--- config.mk ---
export PLATFORM = sky130hd
export DESIGN_NAME = imo_output_regs
export DESIGN_NICKNAME = d
export VERILOG_FILES = /design/src/shared/imo_pkg.sv /design/src/hw/imo_delta_integ.sv /design/src/hw/imo_sync_stamp.sv /design/src/hw/imo_output_regs.sv
export VERILOG_INCLUDE_DIRS = /design/src /design/src/shared
export SDC_FILE = /design/constraint.sdc
export NUM_CORES = 2
export LEC_CHECK = 0
export BUFFER_PORTS_ARGS = -buffer_cell sky130_fd_sc_hd__buf_2
export CAP_MARGIN = 10
export CORE_ASPECT_RATIO = 2
export CORE_MARGIN = 8
export CORE_UTILIZATION = 35
export DETAILED_ROUTE_END_ITERATION = 8
export PLACE_DENSITY_LB_ADDON = 0.1
export SYNTH_ARGS = -nofsm -noshare
export SYNTH_HDL_FRONTEND = slang
export SYNTH_SLANG_ARGS = --single-unit
--- constraint.sdc ---
create_clock -name clock -period 4.2 [get_ports clock]
set_input_delay 0.42 -clock clock [delete_from_list [all_inputs] [get_ports clock]]
set_output_delay 0.42 -clock clock [all_outputs]
set_load 0.05 [all_outputs]
--- src/shared/imo_regs.svh ---
`ifndef IMO_REGS_SVH
`define IMO_REGS_SVH

// register byte addresses, upper byte of each word is address + 1
`define IMO_ADDR_ACCEL_Y_LOW    7'h14
`define IMO_ADDR_ACCEL_Y_HIGH   7'h16
`define IMO_ADDR_ACCEL_Z_LOW    7'h18
`define IMO_ADDR_ACCEL_Z_HIGH   7'h1a
`define IMO_ADDR_TEMPERATURE    7'h1c
`define IMO_ADDR_SYNC_ELAPSED   7'h1e
`define IMO_ADDR_UPDATE_COUNT   7'h22
`define IMO_ADDR_DANG_X_LOW     7'h24
`define IMO_ADDR_DANG_X_HIGH    7'h26
`define IMO_ADDR_DANG_Y_LOW     7'h28
`define IMO_ADDR_DANG_Y_HIGH    7'h2a
`define IMO_ADDR_DANG_Z_LOW     7'h2c
`define IMO_ADDR_DANG_Z_HIGH    7'h2e

// reset and read values
`define IMO_COUNT_RESET         16'h0000
`define IMO_UNMAPPED_READ       16'h0000
`define IMO_WORD_ZERO           16'h0000

// miscellaneous control field: sync mode in bits 4..2
`define IMO_SYNC_MODE_SCALED    3'h2

// spi frame layout
`define IMO_FRAME_BITS          5'h10
`define IMO_FRAME_WRITE_BIT     15
`define IMO_FRAME_ADDR_MSB      14
`define IMO_FRAME_ADDR_LSB      8

// timing
`define IMO_CLK_MHZ             10
`define IMO_SAMPLE_RATE_SPS     2000
`define IMO_SAMPLE_DIV          ((`IMO_CLK_MHZ * 1000000) / `IMO_SAMPLE_RATE_SPS)
`define IMO_TS_LSB_NS           49020
`define IMO_TS_LSB_CYC          ((`IMO_TS_LSB_NS * `IMO_CLK_MHZ) / 1000)

// delta angle full scale per variant, degrees
`define IMO_DANG_RANGE_V1       360
`define IMO_DANG_RANGE_V2       720
`define IMO_DANG_RANGE_V3       2160
// right shift folding gyro lsb, 1/(2*fs) and 2^31/range together
`define IMO_DANG_SHIFT_V1       6'h02
`define IMO_DANG_SHIFT_V2       6'h03
`define IMO_DANG_SHIFT_V3       6'h04

`endif

--- src/shared/imo_pkg.sv ---
package imo_pkg;

	// one set of sensor results, same clock domain
	typedef struct packed {
		logic [31:0] gyro_x;
		logic [31:0] gyro_y;
		logic [31:0] gyro_z;
		logic [31:0] accel_y;
		logic [31:0] accel_z;
		logic [15:0] temperature;
	} imo_sample_t;

	// output register image, loaded as one unit
	typedef struct packed {
		logic [31:0] accel_y;
		logic [31:0] accel_z;
		logic [15:0] temperature;
		logic [15:0] sync_elapsed;
		logic [15:0] update_count;
		logic [31:0] dang_x;
		logic [31:0] dang_y;
		logic [31:0] dang_z;
	} imo_snapshot_t;

	typedef enum logic [1:0] {
		IMO_VARIANT_1 = 2'h0,
		IMO_VARIANT_2 = 2'h1,
		IMO_VARIANT_3 = 2'h2
	} imo_variant_t;

	typedef enum logic {
		IMO_SPI_IDLE   = 1'b0,
		IMO_SPI_ACTIVE = 1'b1
	} imo_spi_state_t;

endpackage

--- src/hw/imo_delta_integ.sv ---
`timescale 1ns/100ps
`default_nettype none

module imo_delta_integ (
	// clock and reset
	input  wire logic        clock,
	input  wire logic        nrst,
	input  wire logic        soft_reset,
	// pacing
	input  wire logic        sample_tick,
	input  wire logic        update,
	// data
	input  wire logic [31:0] rate,
	input  wire logic [5:0]  shift,
	output logic [31:0]      delta
);

	logic signed [31:0] prev_rate;
	logic signed [48:0] acc;
	logic signed [48:0] next_acc;
	logic signed [48:0] scaled;

	// current plus previous rate, summed over the decimation window
	always_comb begin
		next_acc = acc + 49'(signed'(rate)) + 49'(prev_rate);
		scaled   = next_acc >>> shift;
	end

	// previous sample memory, one per sample tick
	always_ff @(posedge clock) begin
		if (!nrst || soft_reset) begin
			prev_rate <= '0;
		end else if (sample_tick) begin
			prev_rate <= signed'(rate);
		end
	end

	// window restarts on the update that closes it
	always_ff @(posedge clock) begin
		if (!nrst || soft_reset) begin
			acc   <= '0;
			delta <= '0;
		end else if (sample_tick && update) begin
			acc   <= '0;
			delta <= scaled[31:0]; // [RULE13] [RULE17]
		end else if (sample_tick) begin
			acc   <= next_acc; // [RULE13]
		end
	end

endmodule

`default_nettype wire

--- src/hw/imo_sync_stamp.sv ---
`timescale 1ns/100ps
`default_nettype none
`include "imo_regs.svh"

module imo_sync_stamp (
	// clock and reset
	input  wire logic        clock,
	input  wire logic        nrst,
	// sync pin, asynchronous
	input  wire logic        sync_pin,
	// control
	input  wire logic        scaled_mode,
	input  wire logic        capture,
	output logic [15:0]      stamp
);

	localparam logic [9:0] LSB_LAST = 10'(`IMO_TS_LSB_CYC - 1);

	logic [2:0]  sync_sr;
	logic        sync_f;
	logic        sync_f_d;
	logic        sync_edge;
	logic [9:0]  lsb_cnt;
	logic [15:0] elapsed;

	assign sync_edge = sync_f && !sync_f_d;

	// three stage synchroniser, level taken when stages two and three agree
	always_ff @(posedge clock) begin
		if (!nrst) begin
			sync_sr  <= 3'h0;
			sync_f   <= 1'b0;
			sync_f_d <= 1'b0;
		end else begin
			sync_sr  <= {sync_sr[1:0], sync_pin};
			sync_f   <= (sync_sr[1] == sync_sr[2]) ? sync_sr[2] : sync_f;
			sync_f_d <= sync_f;
		end
	end

	// elapsed time since the last rising sync edge, free wrap
	always_ff @(posedge clock) begin
		if (!nrst || sync_edge) begin
			lsb_cnt <= '0;
			elapsed <= `IMO_WORD_ZERO; // [RULE6]
		end else if (lsb_cnt == LSB_LAST) begin
			lsb_cnt <= '0;
			elapsed <= elapsed + 16'h0001; // [RULE6]
		end else begin
			lsb_cnt <= lsb_cnt + 10'h001;
		end
	end

	// stamp of the final sample; old value wins over a same-cycle edge
	always_ff @(posedge clock) begin
		if (!nrst) begin
			stamp <= `IMO_WORD_ZERO;
		end else if (capture) begin
			stamp <= scaled_mode ? elapsed : `IMO_WORD_ZERO; // [RULE7] [RULE8]
		end
	end

endmodule

`default_nettype wire

--- src/hw/imo_output_regs.sv ---
// Behaviour
// RULE1: accel y low word readable at 0x14
// RULE2: accel y high word at 0x16, twos complement
// RULE3: accel z low word readable at 0x18
// RULE4: accel z high word at 0x1a, twos complement
// RULE5: temperature word at 0x1c, 0.1 C steps
// RULE6: elapsed time since sync at 0x1e
// RULE7: time stamp valid in scaled sync mode
// RULE8: stamp taken at last sample of update
// RULE9: update counter clears on reset events
// RULE10: counter increments on each output update
// RULE11: counter wraps from 0xffff to zero
// RULE12: counter readable at 0x22
// RULE13: delta angle by trapezoidal integration
// RULE14: window length is decimation plus one
// RULE15: internal sampling nominal 2000 samples per second
// RULE16: host may rescale by measured ready rate
// RULE17: delta angle as 32-bit pair per axis
// RULE18: delta range depends on product variant
// RULE19: accel words pair, low is lower half
// RULE20: delta upper word lsb range over 2^15
// RULE21: all outputs load from one update
// RULE22: host writes leave outputs unchanged
`timescale 1ns/100ps
`default_nettype none
`include "imo_regs.svh"

module imo_output_regs
	import imo_pkg::*;
#(
	parameter int SAMPLE_DIV = `IMO_SAMPLE_DIV
) (
	// clock and reset
	input  wire logic        clock,
	input  wire logic        nrst,
	input  wire logic        soft_reset,
	// sensor side, same clock domain
	input  wire imo_sample_t sample,
	input  wire logic [1:0]  variant_select,
	// control fields held elsewhere
	input  wire logic [15:0] decimation_setting,
	input  wire logic [2:0]  sync_mode,
	// external sync pin
	input  wire logic        sync_pin,
	// spi pins
	input  wire logic        spi_cs_n,
	input  wire logic        spi_sclk,
	input  wire logic        spi_mosi,
	output logic             spi_miso,
	output logic             spi_miso_oe,
	// data ready pulse
	output logic             data_ready_output
);

	localparam logic [12:0] DIV_LAST = 13'(SAMPLE_DIV - 1);

	////////////////////////////////////////////////////////////////////////
	// read decode

	function automatic logic [15:0] imo_read_word(input logic [6:0] addr,
		input imo_snapshot_t s);
		logic [15:0] w;
		w = `IMO_UNMAPPED_READ;
		unique case ({addr[6:1], 1'b0})
			`IMO_ADDR_ACCEL_Y_LOW:  w = s.accel_y[15:0];   // [RULE1] [RULE19]
			`IMO_ADDR_ACCEL_Y_HIGH: w = s.accel_y[31:16];  // [RULE2] [RULE19]
			`IMO_ADDR_ACCEL_Z_LOW:  w = s.accel_z[15:0];   // [RULE3] [RULE19]
			`IMO_ADDR_ACCEL_Z_HIGH: w = s.accel_z[31:16];  // [RULE4] [RULE19]
			`IMO_ADDR_TEMPERATURE:  w = s.temperature;     // [RULE5]
			`IMO_ADDR_SYNC_ELAPSED: w = s.sync_elapsed;    // [RULE6]
			`IMO_ADDR_UPDATE_COUNT: w = s.update_count;    // [RULE12]
			`IMO_ADDR_DANG_X_LOW:   w = s.dang_x[15:0];    // [RULE17]
			`IMO_ADDR_DANG_X_HIGH:  w = s.dang_x[31:16];   // [RULE17] [RULE20]
			`IMO_ADDR_DANG_Y_LOW:   w = s.dang_y[15:0];    // [RULE17]
			`IMO_ADDR_DANG_Y_HIGH:  w = s.dang_y[31:16];   // [RULE17] [RULE20]
			`IMO_ADDR_DANG_Z_LOW:   w = s.dang_z[15:0];    // [RULE17]
			`IMO_ADDR_DANG_Z_HIGH:  w = s.dang_z[31:16];   // [RULE17] [RULE20]
			default:                w = `IMO_UNMAPPED_READ;
		endcase
		return w;
	endfunction

	////////////////////////////////////////////////////////////////////////
	// variant strap, caught once after reset release

	imo_variant_t variant_q;
	logic         strap_done;
	logic [5:0]   dang_shift;

	always_ff @(posedge clock) begin
		if (!nrst) begin
			variant_q  <= IMO_VARIANT_1;
			strap_done <= 1'b0;
		end else if (!strap_done) begin
			variant_q  <= imo_variant_t'(variant_select);
			strap_done <= 1'b1;
		end
	end

	// full scale 360, 720 or 2160 degrees maps to a scaling shift
	always_comb begin
		unique case (variant_q)
			IMO_VARIANT_1: dang_shift = `IMO_DANG_SHIFT_V1; // [RULE18]
			IMO_VARIANT_2: dang_shift = `IMO_DANG_SHIFT_V2; // [RULE18]
			IMO_VARIANT_3: dang_shift = `IMO_DANG_SHIFT_V3; // [RULE18]
			default:       dang_shift = `IMO_DANG_SHIFT_V1;
		endcase
	end

	////////////////////////////////////////////////////////////////////////
	// internal sample clock and decimation

	logic [12:0] div_cnt;
	logic        sample_tick;
	logic [15:0] dec_cnt;
	logic        update;

	assign update = sample_tick && (dec_cnt == decimation_setting); // [RULE14]

	// divider gives one tick per nominal sample period
	always_ff @(posedge clock) begin
		if (!nrst) begin
			div_cnt     <= '0;
			sample_tick <= 1'b0;
		end else begin
			sample_tick <= (div_cnt == DIV_LAST); // [RULE15]
			div_cnt     <= (div_cnt == DIV_LAST) ? 13'h0000 : div_cnt + 13'h0001;
		end
	end

	// decimation counter spans setting plus one samples
	always_ff @(posedge clock) begin
		if (!nrst || soft_reset) begin
			dec_cnt <= 16'h0000;
		end else if (update) begin
			dec_cnt <= 16'h0000; // [RULE14]
		end else if (sample_tick) begin
			dec_cnt <= dec_cnt + 16'h0001;
		end
	end

	////////////////////////////////////////////////////////////////////////
	// delta angle integrators and time stamp

	logic [31:0] dang [3];
	logic [31:0] gyro [3];
	logic [15:0] stamp;

	assign gyro[0] = sample.gyro_x;
	assign gyro[1] = sample.gyro_y;
	assign gyro[2] = sample.gyro_z;

	// one identical integrator per axis
	for (genvar i = 0; i < 3; i++) begin : g_axis
		imo_delta_integ u_integ (
			.clock       (clock),
			.nrst        (nrst),
			.soft_reset  (soft_reset),
			.sample_tick (sample_tick),
			.update      (update),
			.rate        (gyro[i]),
			.shift       (dang_shift),
			.delta       (dang[i])
		);
	end

	imo_sync_stamp u_stamp (
		.clock       (clock),
		.nrst        (nrst),
		.sync_pin    (sync_pin),
		.scaled_mode (sync_mode == `IMO_SYNC_MODE_SCALED), // [RULE7]
		.capture     (update),
		.stamp       (stamp)
	);

	////////////////////////////////////////////////////////////////////////
	// output register image

	imo_snapshot_t snap;
	logic          load_d;

	// integrators and stamp settle one cycle after the update tick,
	// so the whole image is taken then; no partial image is ever visible
	always_ff @(posedge clock) begin
		if (!nrst || soft_reset) begin
			load_d <= 1'b0;
		end else begin
			load_d <= update;
		end
	end

	always_ff @(posedge clock) begin
		if (!nrst) begin
			snap <= '0;
		end else if (soft_reset) begin
			snap.update_count <= `IMO_COUNT_RESET; // [RULE9]
		end else if (load_d) begin
			snap.accel_y      <= sample.accel_y;      // [RULE21]
			snap.accel_z      <= sample.accel_z;      // [RULE21]
			snap.temperature  <= sample.temperature;  // [RULE5]
			snap.sync_elapsed <= stamp;               // [RULE8]
			snap.dang_x       <= dang[0];             // [RULE21]
			snap.dang_y       <= dang[1];
			snap.dang_z       <= dang[2];
			snap.update_count <= snap.update_count + 16'h0001; // [RULE10] [RULE11]
		end
	end

	// ready pulse rises on the same edge that loads the image
	always_ff @(posedge clock) begin
		if (!nrst) begin
			data_ready_output <= 1'b0;
		end else begin
			data_ready_output <= load_d && !soft_reset;
		end
	end

	////////////////////////////////////////////////////////////////////////
	// spi pin synchronisers

	logic [2:0] pin_raw;
	logic [2:0] pin_s1;
	logic [2:0] pin_s2;
	logic [2:0] pin_s3;
	logic [2:0] pin_f;
	logic [2:0] pin_f_d;

	assign pin_raw = {spi_cs_n, spi_sclk, spi_mosi};

	// three stages each; limits sclk to well under a tenth of clock
	for (genvar p = 0; p < 3; p++) begin : g_pin
		always_ff @(posedge clock) begin
			if (!nrst) begin
				pin_s1[p]  <= 1'b1;
				pin_s2[p]  <= 1'b1;
				pin_s3[p]  <= 1'b1;
				pin_f[p]   <= 1'b1;
				pin_f_d[p] <= 1'b1;
			end else begin
				pin_s1[p]  <= pin_raw[p];
				pin_s2[p]  <= pin_s1[p];
				pin_s3[p]  <= pin_s2[p];
				pin_f[p]   <= (pin_s2[p] == pin_s3[p]) ? pin_s3[p] : pin_f[p];
				pin_f_d[p] <= pin_f[p];
			end
		end
	end

	logic cs_fall;
	logic cs_rise;
	logic sclk_rise;
	logic sclk_fall;

	assign cs_fall   = pin_f_d[2] && !pin_f[2];
	assign cs_rise   = !pin_f_d[2] && pin_f[2];
	assign sclk_rise = !pin_f_d[1] && pin_f[1];
	assign sclk_fall = pin_f_d[1] && !pin_f[1];

	////////////////////////////////////////////////////////////////////////
	// spi frame engine, mode 3, reply comes in the next frame

	imo_spi_state_t spi_state;
	logic [15:0]    rx_shift;
	logic [15:0]    tx_shift;
	logic [4:0]     bit_cnt;
	logic [6:0]     pend_addr;
	logic [15:0]    reply_word;

	// decoded word for the pending address, sliced below without a call select
	assign reply_word = imo_read_word(pend_addr, snap);

	always_ff @(posedge clock) begin
		if (!nrst) begin
			spi_state   <= IMO_SPI_IDLE;
			rx_shift    <= 16'h0000;
			tx_shift    <= 16'h0000;
			bit_cnt     <= 5'h00;
			pend_addr   <= 7'h00;
			spi_miso    <= 1'b0;
			spi_miso_oe <= 1'b0;
		end else begin
			unique case (spi_state)
				IMO_SPI_IDLE: begin
					spi_miso_oe <= 1'b0;
					if (cs_fall) begin
						// reply latched whole, so an update mid frame cannot tear it
						tx_shift    <= reply_word;
						spi_miso    <= reply_word[15];
						spi_miso_oe <= 1'b1;
						bit_cnt     <= 5'h00;
						spi_state   <= IMO_SPI_ACTIVE;
					end
				end
				IMO_SPI_ACTIVE: begin
					if (cs_rise) begin
						spi_state   <= IMO_SPI_IDLE;
						spi_miso_oe <= 1'b0;
						// writes and short frames are dropped
						if (bit_cnt == `IMO_FRAME_BITS && !rx_shift[`IMO_FRAME_WRITE_BIT]) begin
							pend_addr <= rx_shift[`IMO_FRAME_ADDR_MSB:`IMO_FRAME_ADDR_LSB];
						end // [RULE22]
					end else if (sclk_rise) begin
						rx_shift <= {rx_shift[14:0], pin_f[0]};
						if (bit_cnt != `IMO_FRAME_BITS) begin
							bit_cnt <= bit_cnt + 5'h01;
						end
					end else if (sclk_fall) begin
						tx_shift <= {tx_shift[14:0], 1'b0};
						spi_miso <= tx_shift[14];
					end
				end
			endcase
		end
	end

endmodule

`default_nettype wire

Word-level counts from Yosys, hierarchy flattened:

Index checks and enable logic that the tools add are counted.

* muxes and demuxes: 24
* reductions and logical operators: 29
* shifts and indexed selects: 3
* add/sub/neg operators: 12
* bitwise gates (word level): 4
* eq/ne operators: 32

Operator list (count)
* adder 49 x 32 -> 49 bit: 6
* case mux 16 bit (13 select lines): 1
* >>> shifter 49 x 3 -> 32 bit: 3
* 2-to-1 mux 15 bit: 4
* adder 16 x 1 -> 16 bit (second input constant): 3
* == test 6 x 5 -> 1 bit (second input constant): 7
* == test 6 x 4 -> 1 bit (second input constant): 6
* case mux 15 bit (2 select lines): 1
* 2-to-1 mux 5 bit: 4
* == test 16 bit: 1
* 2-to-1 mux 16 bit: 1
* adder 13 x 1 -> 13 bit (second input constant): 1
* == test 13 bit (second input constant): 1
* inequality test 2 bit (second input constant): 6
* adder 10 x 1 -> 10 bit (second input constant): 1
* == test 10 x 9 -> 1 bit (second input constant): 1
* case mux 5 bit (2 select lines): 1
* OR reduction 2 bit: 5
* logical AND 1 bit: 9
* logical NOT 1 bit: 8
* 2-to-1 mux 1 bit: 8
* AND reduction 4 bit: 2
* case mux 1 bit (2 select lines): 3
* case mux 3 bit (2 select lines): 1
* 12 further kinds: 20

* logic and storage cells: 155
* output and inout bits: 3
* input bits: 204
* register bits after elaboration: 689

Logic depth before layout (Yosys ltp):

* word-level depth: 6
* depth in mapped cells: 16
* depth with buffers taken out: 16

Cells and area by module:

A second synthesis with hierarchy kept.

* cell total of the unflattened synthesis: 6535
* area, all modules: 52511.6 um^2

By module, submodules not included
* imo_output_regs: area each 13097.6 um^2, cells each 1614, times used 1, sequential area each 6045.8 um^2
* imo_delta_integ at g_axis[1].u_integ: area each 12947.4 um^2, cells each 1613, times used 1, sequential area each 2262.2 um^2
* imo_delta_integ at g_axis[2].u_integ: area each 12721.0 um^2, cells each 1609, times used 1, sequential area each 2262.2 um^2
* imo_delta_integ at g_axis[0].u_integ: area each 11747.5 um^2, cells each 1482, times used 1, sequential area each 2262.2 um^2
* imo_sync_stamp: area each 1998.2 um^2, cells each 217, times used 1, sequential area each 940.9 um^2

Least setup slack after synthesis:

No wires, ideal clock.

* kind: input port to flip-flop
* from: in sample[145] in the netlist's numbering
* to: reg g_axis[0].u_integ.delta[21]
* arrival time: 3747 ps
* data required time: 4080 ps
* buffers on the path: 0
* setup slack: 333 ps
* library setup time: 120 ps
* stages: 14
* cells stage by stage: fa_1 ha_1 inv_1 fa_1 nand2b_1 a211o_1 a31oi_2 nor4_1 o311ai_1 o31a_1 mux2_1 o211a_1 a311oi_1 nor2_1

* longest elaborated chain between the ends: 3

Ends and longest elaborated chain
* from (decl): RTL line imo_output_regs.sv:38 `input wire imo_sample_t sample,`
* adder 49 x 32 -> 49 bit (2 in series): RTL line imo_delta_integ.sv:25 `next_acc = acc + 49'(signed'(rate)) + 49'(prev_rate);`
* >>> shifter 49 x 3 -> 32 bit: RTL line imo_delta_integ.sv:26 `scaled = next_acc >>> shift;`
* to (signal assigned): RTL line imo_delta_integ.sv:45 `delta <= scaled[31:0];`
* to (decl): RTL line imo_delta_integ.sv:15 `output logic [31:0] delta`

Every way passes these cells.
A chain may end at the register's enable or synchronous reset.

Worst setup path in the final report:

* from: in sample[145] in the netlist's numbering
* to: reg g_axis[0].u_integ.delta[31]

Same word-level chain as after synthesis.

==> impl_metrics.py <==
metrics = {
    "sta": {
        "worst_clock_skew_ns": 0.0265,
        "max_freq_ghz": 0.251,
        "rsz0062_at_grt": "no",
        "hold_viol": 0,
        "min_period_over_period_pct": 94.7,
        "worst_pin_slew_ns": 1.11,
        "hold_slack_ns": 0.0474,
        "relSlewSlack_pct": 25.9,
        "fin_tns_setup_ns": 0,
        "setup_viol": 0,
        "fin_crit_ns": 3.98,
        "drv_slew": 0,
    },
    "critical_path": {
        "r2r_cells": 12,
        "slowest_stage": "fa_1",
        "crit_fanout": 4,
        "cp.arrival_ns": 4.51,
        "endpoint_kind": "flop",
        "criticalPathCategory": "input port to flop",
        "critPathTopFamily": "compound AO/OA/AOI/OAI gates",
        "r2r_slack_ns": 0.29,
        "cp.required_ns": 4.73,
        "max_stage_delay_ns": 0.54,
        "reg2reg_to": "g_axis[1].u_integ.delta[18]",
        "crit_chain": "dlygate4sd3_1 -> buf_2 -> fa_1 -> ha_1 -> inv_1 -> fa_1 -> nand2b_1 -> a211o_1 -> a31oi_2 -> buf_4 -> a211o_1 -> a21oi_1 -> a21oi_1 -> o41ai_2 -> xor2_1 -> mux2i_1 -> a221o_1",
        "startpoint_type": "input port",
        "worst-path-buf-inv": 4,
        "r2r_start": "g_axis[1].u_integ.acc[2]",
    },
    "clocking": {
        "cts_root_buf": "clkbuf_16",
        "cts_tree": "yes",
        "numCtsBuffers": 67,
        "cts_sinks": 649,
        "clk_path_buf_depth": 3,
        "cts-htree-levels": 3,
        "clock_latency_ns": 0.66,
        "path_clk_slew_ns": 0.07,
    },
    "place": {
        "dp_hpwl_um": 86300,
        "portBuffers": 206,
        "gp_congestion": 0.898,
    },
    "floorplanning": {
        "die_w_um": 238,
        "io_pins": 207,
        "die_area_um2": 110000,
        "initial_utilization_pct": 35.2,
        "core_um2": 98300,
        "dieHeight_um": 461,
        "rows": 163,
    },
    "synthesis": {
        "yosysSeqAreaShare_pct": 37.5,
        "synthDominantCellAreaShare_pct": 37.5,
        "synthTopCellsByArea": "dfxtp_1 (38%), nand2_1 (7.3%), mux2i_1 (6.8%), a21oi_1 (6.4%), fa_1 (6.4%)",
        "yosysWarnings": 0,
        "syn_nets": 4540,
        "yosys.cell_count.top_type": "nand2_1",
        "synth_common_cells": "nand2_1 (669), dfxtp_1 (649), nor2_1 (465)",
        "syn_area_um2": 34600,
        "synth_top_cell_by_area": "dfxtp_1",
        "ys_async_sr_fraction_pct": 0,
        "synthCells": 4112,
        "synth.distinct_cells": 86,
        "synth_edf_count": 0,
        "ys_seq_elements": 649,
        "syn_avg_cell_area_um2": 8.42,
        "synth-main-ff-cell": "dfxtp_1",
    },
    "cells_and_area": {
        "syn_to_final_growth_pct": 17.1,
        "drive_above_1_share_pct": 10.7,
        "final_nets": 4763,
        "fin_util_pct": 41.2,
    },
    "power": {
        "seq_power_share_pct": 46.7,
        "p_leak_nw": 15.0,
        "peakVddDrop_v": 0.000274,
        "switching_share_pct": 25.7,
        "combinationalPowerShare_pct": 7.7,
        "p_int_mw": 9.85,
        "power_switching_mw": 3.40,
        "power_mw": 13.2,
        "p_clk_share_pct": 45.6,
        "power_density_nw_per_um2": 327,
    },
    "min_path": {
        "worstHoldStart": "sample[8]",
        "hp-class": "input port to flop",
        "min_path_cells": 3,
        "hold_path_end": "snap[136]",
    },
    "grt": {
        "grt_max_degree": 146,
        "grt_pass1_vias": 30500,
        "grt.total_usage_pct": 21.1,
        "grt_overflow_total": 0,
        "grt_pass1_wl_um": 182000,
        "antenna_found_initial": 7,
    },
    "detailed_routing": {
        "highest_layer": "met5",
        "firstDrtPassIters": 7,
        "avgRoutedWirePerCell_um": 20.5,
        "wl_um": 117000,
        "dr_total_vias": 30000,
        "ant_nets": 0,
        "first_iter_violations": 1581,
        "vias_per_cell": 5.26,
        "met2_length_um": 59400,
        "drc": 0,
        "wirelength_met1_um": 48300,
        "met3_length_um": 4790,
    },
    "outcome": {
        "status": "finished clean",
    },
    "job": {
        "drv_cap": 0,
    },
}
[registers in the layout, summed over array words and instances, names as in the netlist, 2 cells and up]
register / flops
variant_q: 2
u_stamp.lsb_cnt: 10
tx_shift: 15
g_axis.u_integ.acc: 108
pin_f: 3
g_axis.u_integ.prev_rate: 96
pin_s2: 3
div_cnt: 13
pin_f_d: 2
u_stamp.elapsed: 16
u_stamp.sync_sr: 3
snap: 208
pend_addr: 6
g_axis.u_integ.delta: 96
u_stamp.stamp: 16
bit_cnt: 5
dec_cnt: 16
pin_s3: 3
pin_s1: 3
rx_shift: 16
[worst max-delay path by stage]
stage | endpoint | cells after the start | slack (ns) | startpoint
floorplan | g_axis[0].u_integ.delta[21] | 14 | 0.33 | sample[145]
global placement | g_axis[0].u_integ.delta[24] | 18 | 0.008 | sample[144]
detailed placement | g_axis[0].u_integ.delta[24] | 18 | 0.03 | sample[144]
CTS | g_axis[0].u_integ.delta[24] | 17 | 0.24 | sample[145]
global route | g_axis[0].u_integ.delta[21] | 17 | 0.01 | sample[145]
finish | g_axis[0].u_integ.delta[31] | 17 | 0.22 | sample[145]
[power groups by stage]
stage	clock network [mW]	registers [mW]	logic [mW]
after floorplan	0	6.31	0.539
after global placement	0	6.33	0.949
after detailed placement	0	6.33	0.949
after CTS	6.26	6.18	1.03
after global routing	6.48	6.18	1.12
final	6.05	6.19	1.02
[final cells by class]
type,instances,area [um^2]
diodes,3,7.51
clock buffers,89,1870
clock inverters,31,275
fillers,10100,57800
inverters,66,253
multi-input cells,3138,20500
flip-flops and latches,649,13000
well taps,1320,1650
repair buffers,413,2990
[worst min-delay path: cells and delay by family]
family                 cells  cell delay (ns)
buffers and inverters      1             0.09
AND/OR/NAND/NOR            1             0.08
AO/OA/AOI/OAI              1             0.06
[through the flow]
stage	instance area [um^2]	cells	setup slack [ns]
2_1_floorplan	34600	4112	0.333
3_3_place_gp	37400	5484	0.00783
3_5_place_dp	37400	5484	0.0275
4_1_cts	40500	5706	0.240
5_1_grt	40500	5707	0.0119
6_report	40500	5709	0.222
[routing by layer]
layer / up-vias / GRT usage, %
met1: 14300 / 24.7
met2: 663 / 38.0
met5: - / 0
li1: 14900 / -
met3: 206 / 3.20
met4: 8 / 8.62
[repair_timing]
action | 4_1_cts | 5_1_grt
buffers inserted | 0 | 0
endpoints found under the setup margin | 0 | 2
hold buffers | 102 | 0
gates resized for setup | 0 | 2
endpoints found under the hold margin | 102 | 0
[cells by family after synthesis]
group	synth area share, %
AND/OR/NAND/NOR	18.4
AO/OA/AOI/OAI	18.8
flip-flops	37.5
buffers and inverters	3.53
multiplexers	7.08
adder cells (fa/ha/maj)	10.5
XOR/XNOR	4.12
[cell usage in the layout (no fill, tap or decap), drive strengths merged, types with 12 or more instances in the layout]
cell type	instances
xor2	87
and3	30
nor2	465
xnor2	76
a21o	43
dfxtp	649
a31oi	37
a21oi	444
a221o	20
o22ai	20
a221oi	29
fa	111
mux2i	236
buf	311
nor3	41
a22o	39
o211ai	30
a22oi	19
or2	12
dlygate4sd3	102
o21a	25
o21ai	120
nor2b	17
a211o	12
nand2	669
inv	72
or3	13
nand4	29
and2	35
nand3	92
ha	113
clkbuf	89
a211oi	70
nand2b	44
clkinv	19
No activity file was read; power rests on OpenSTA's default activity.
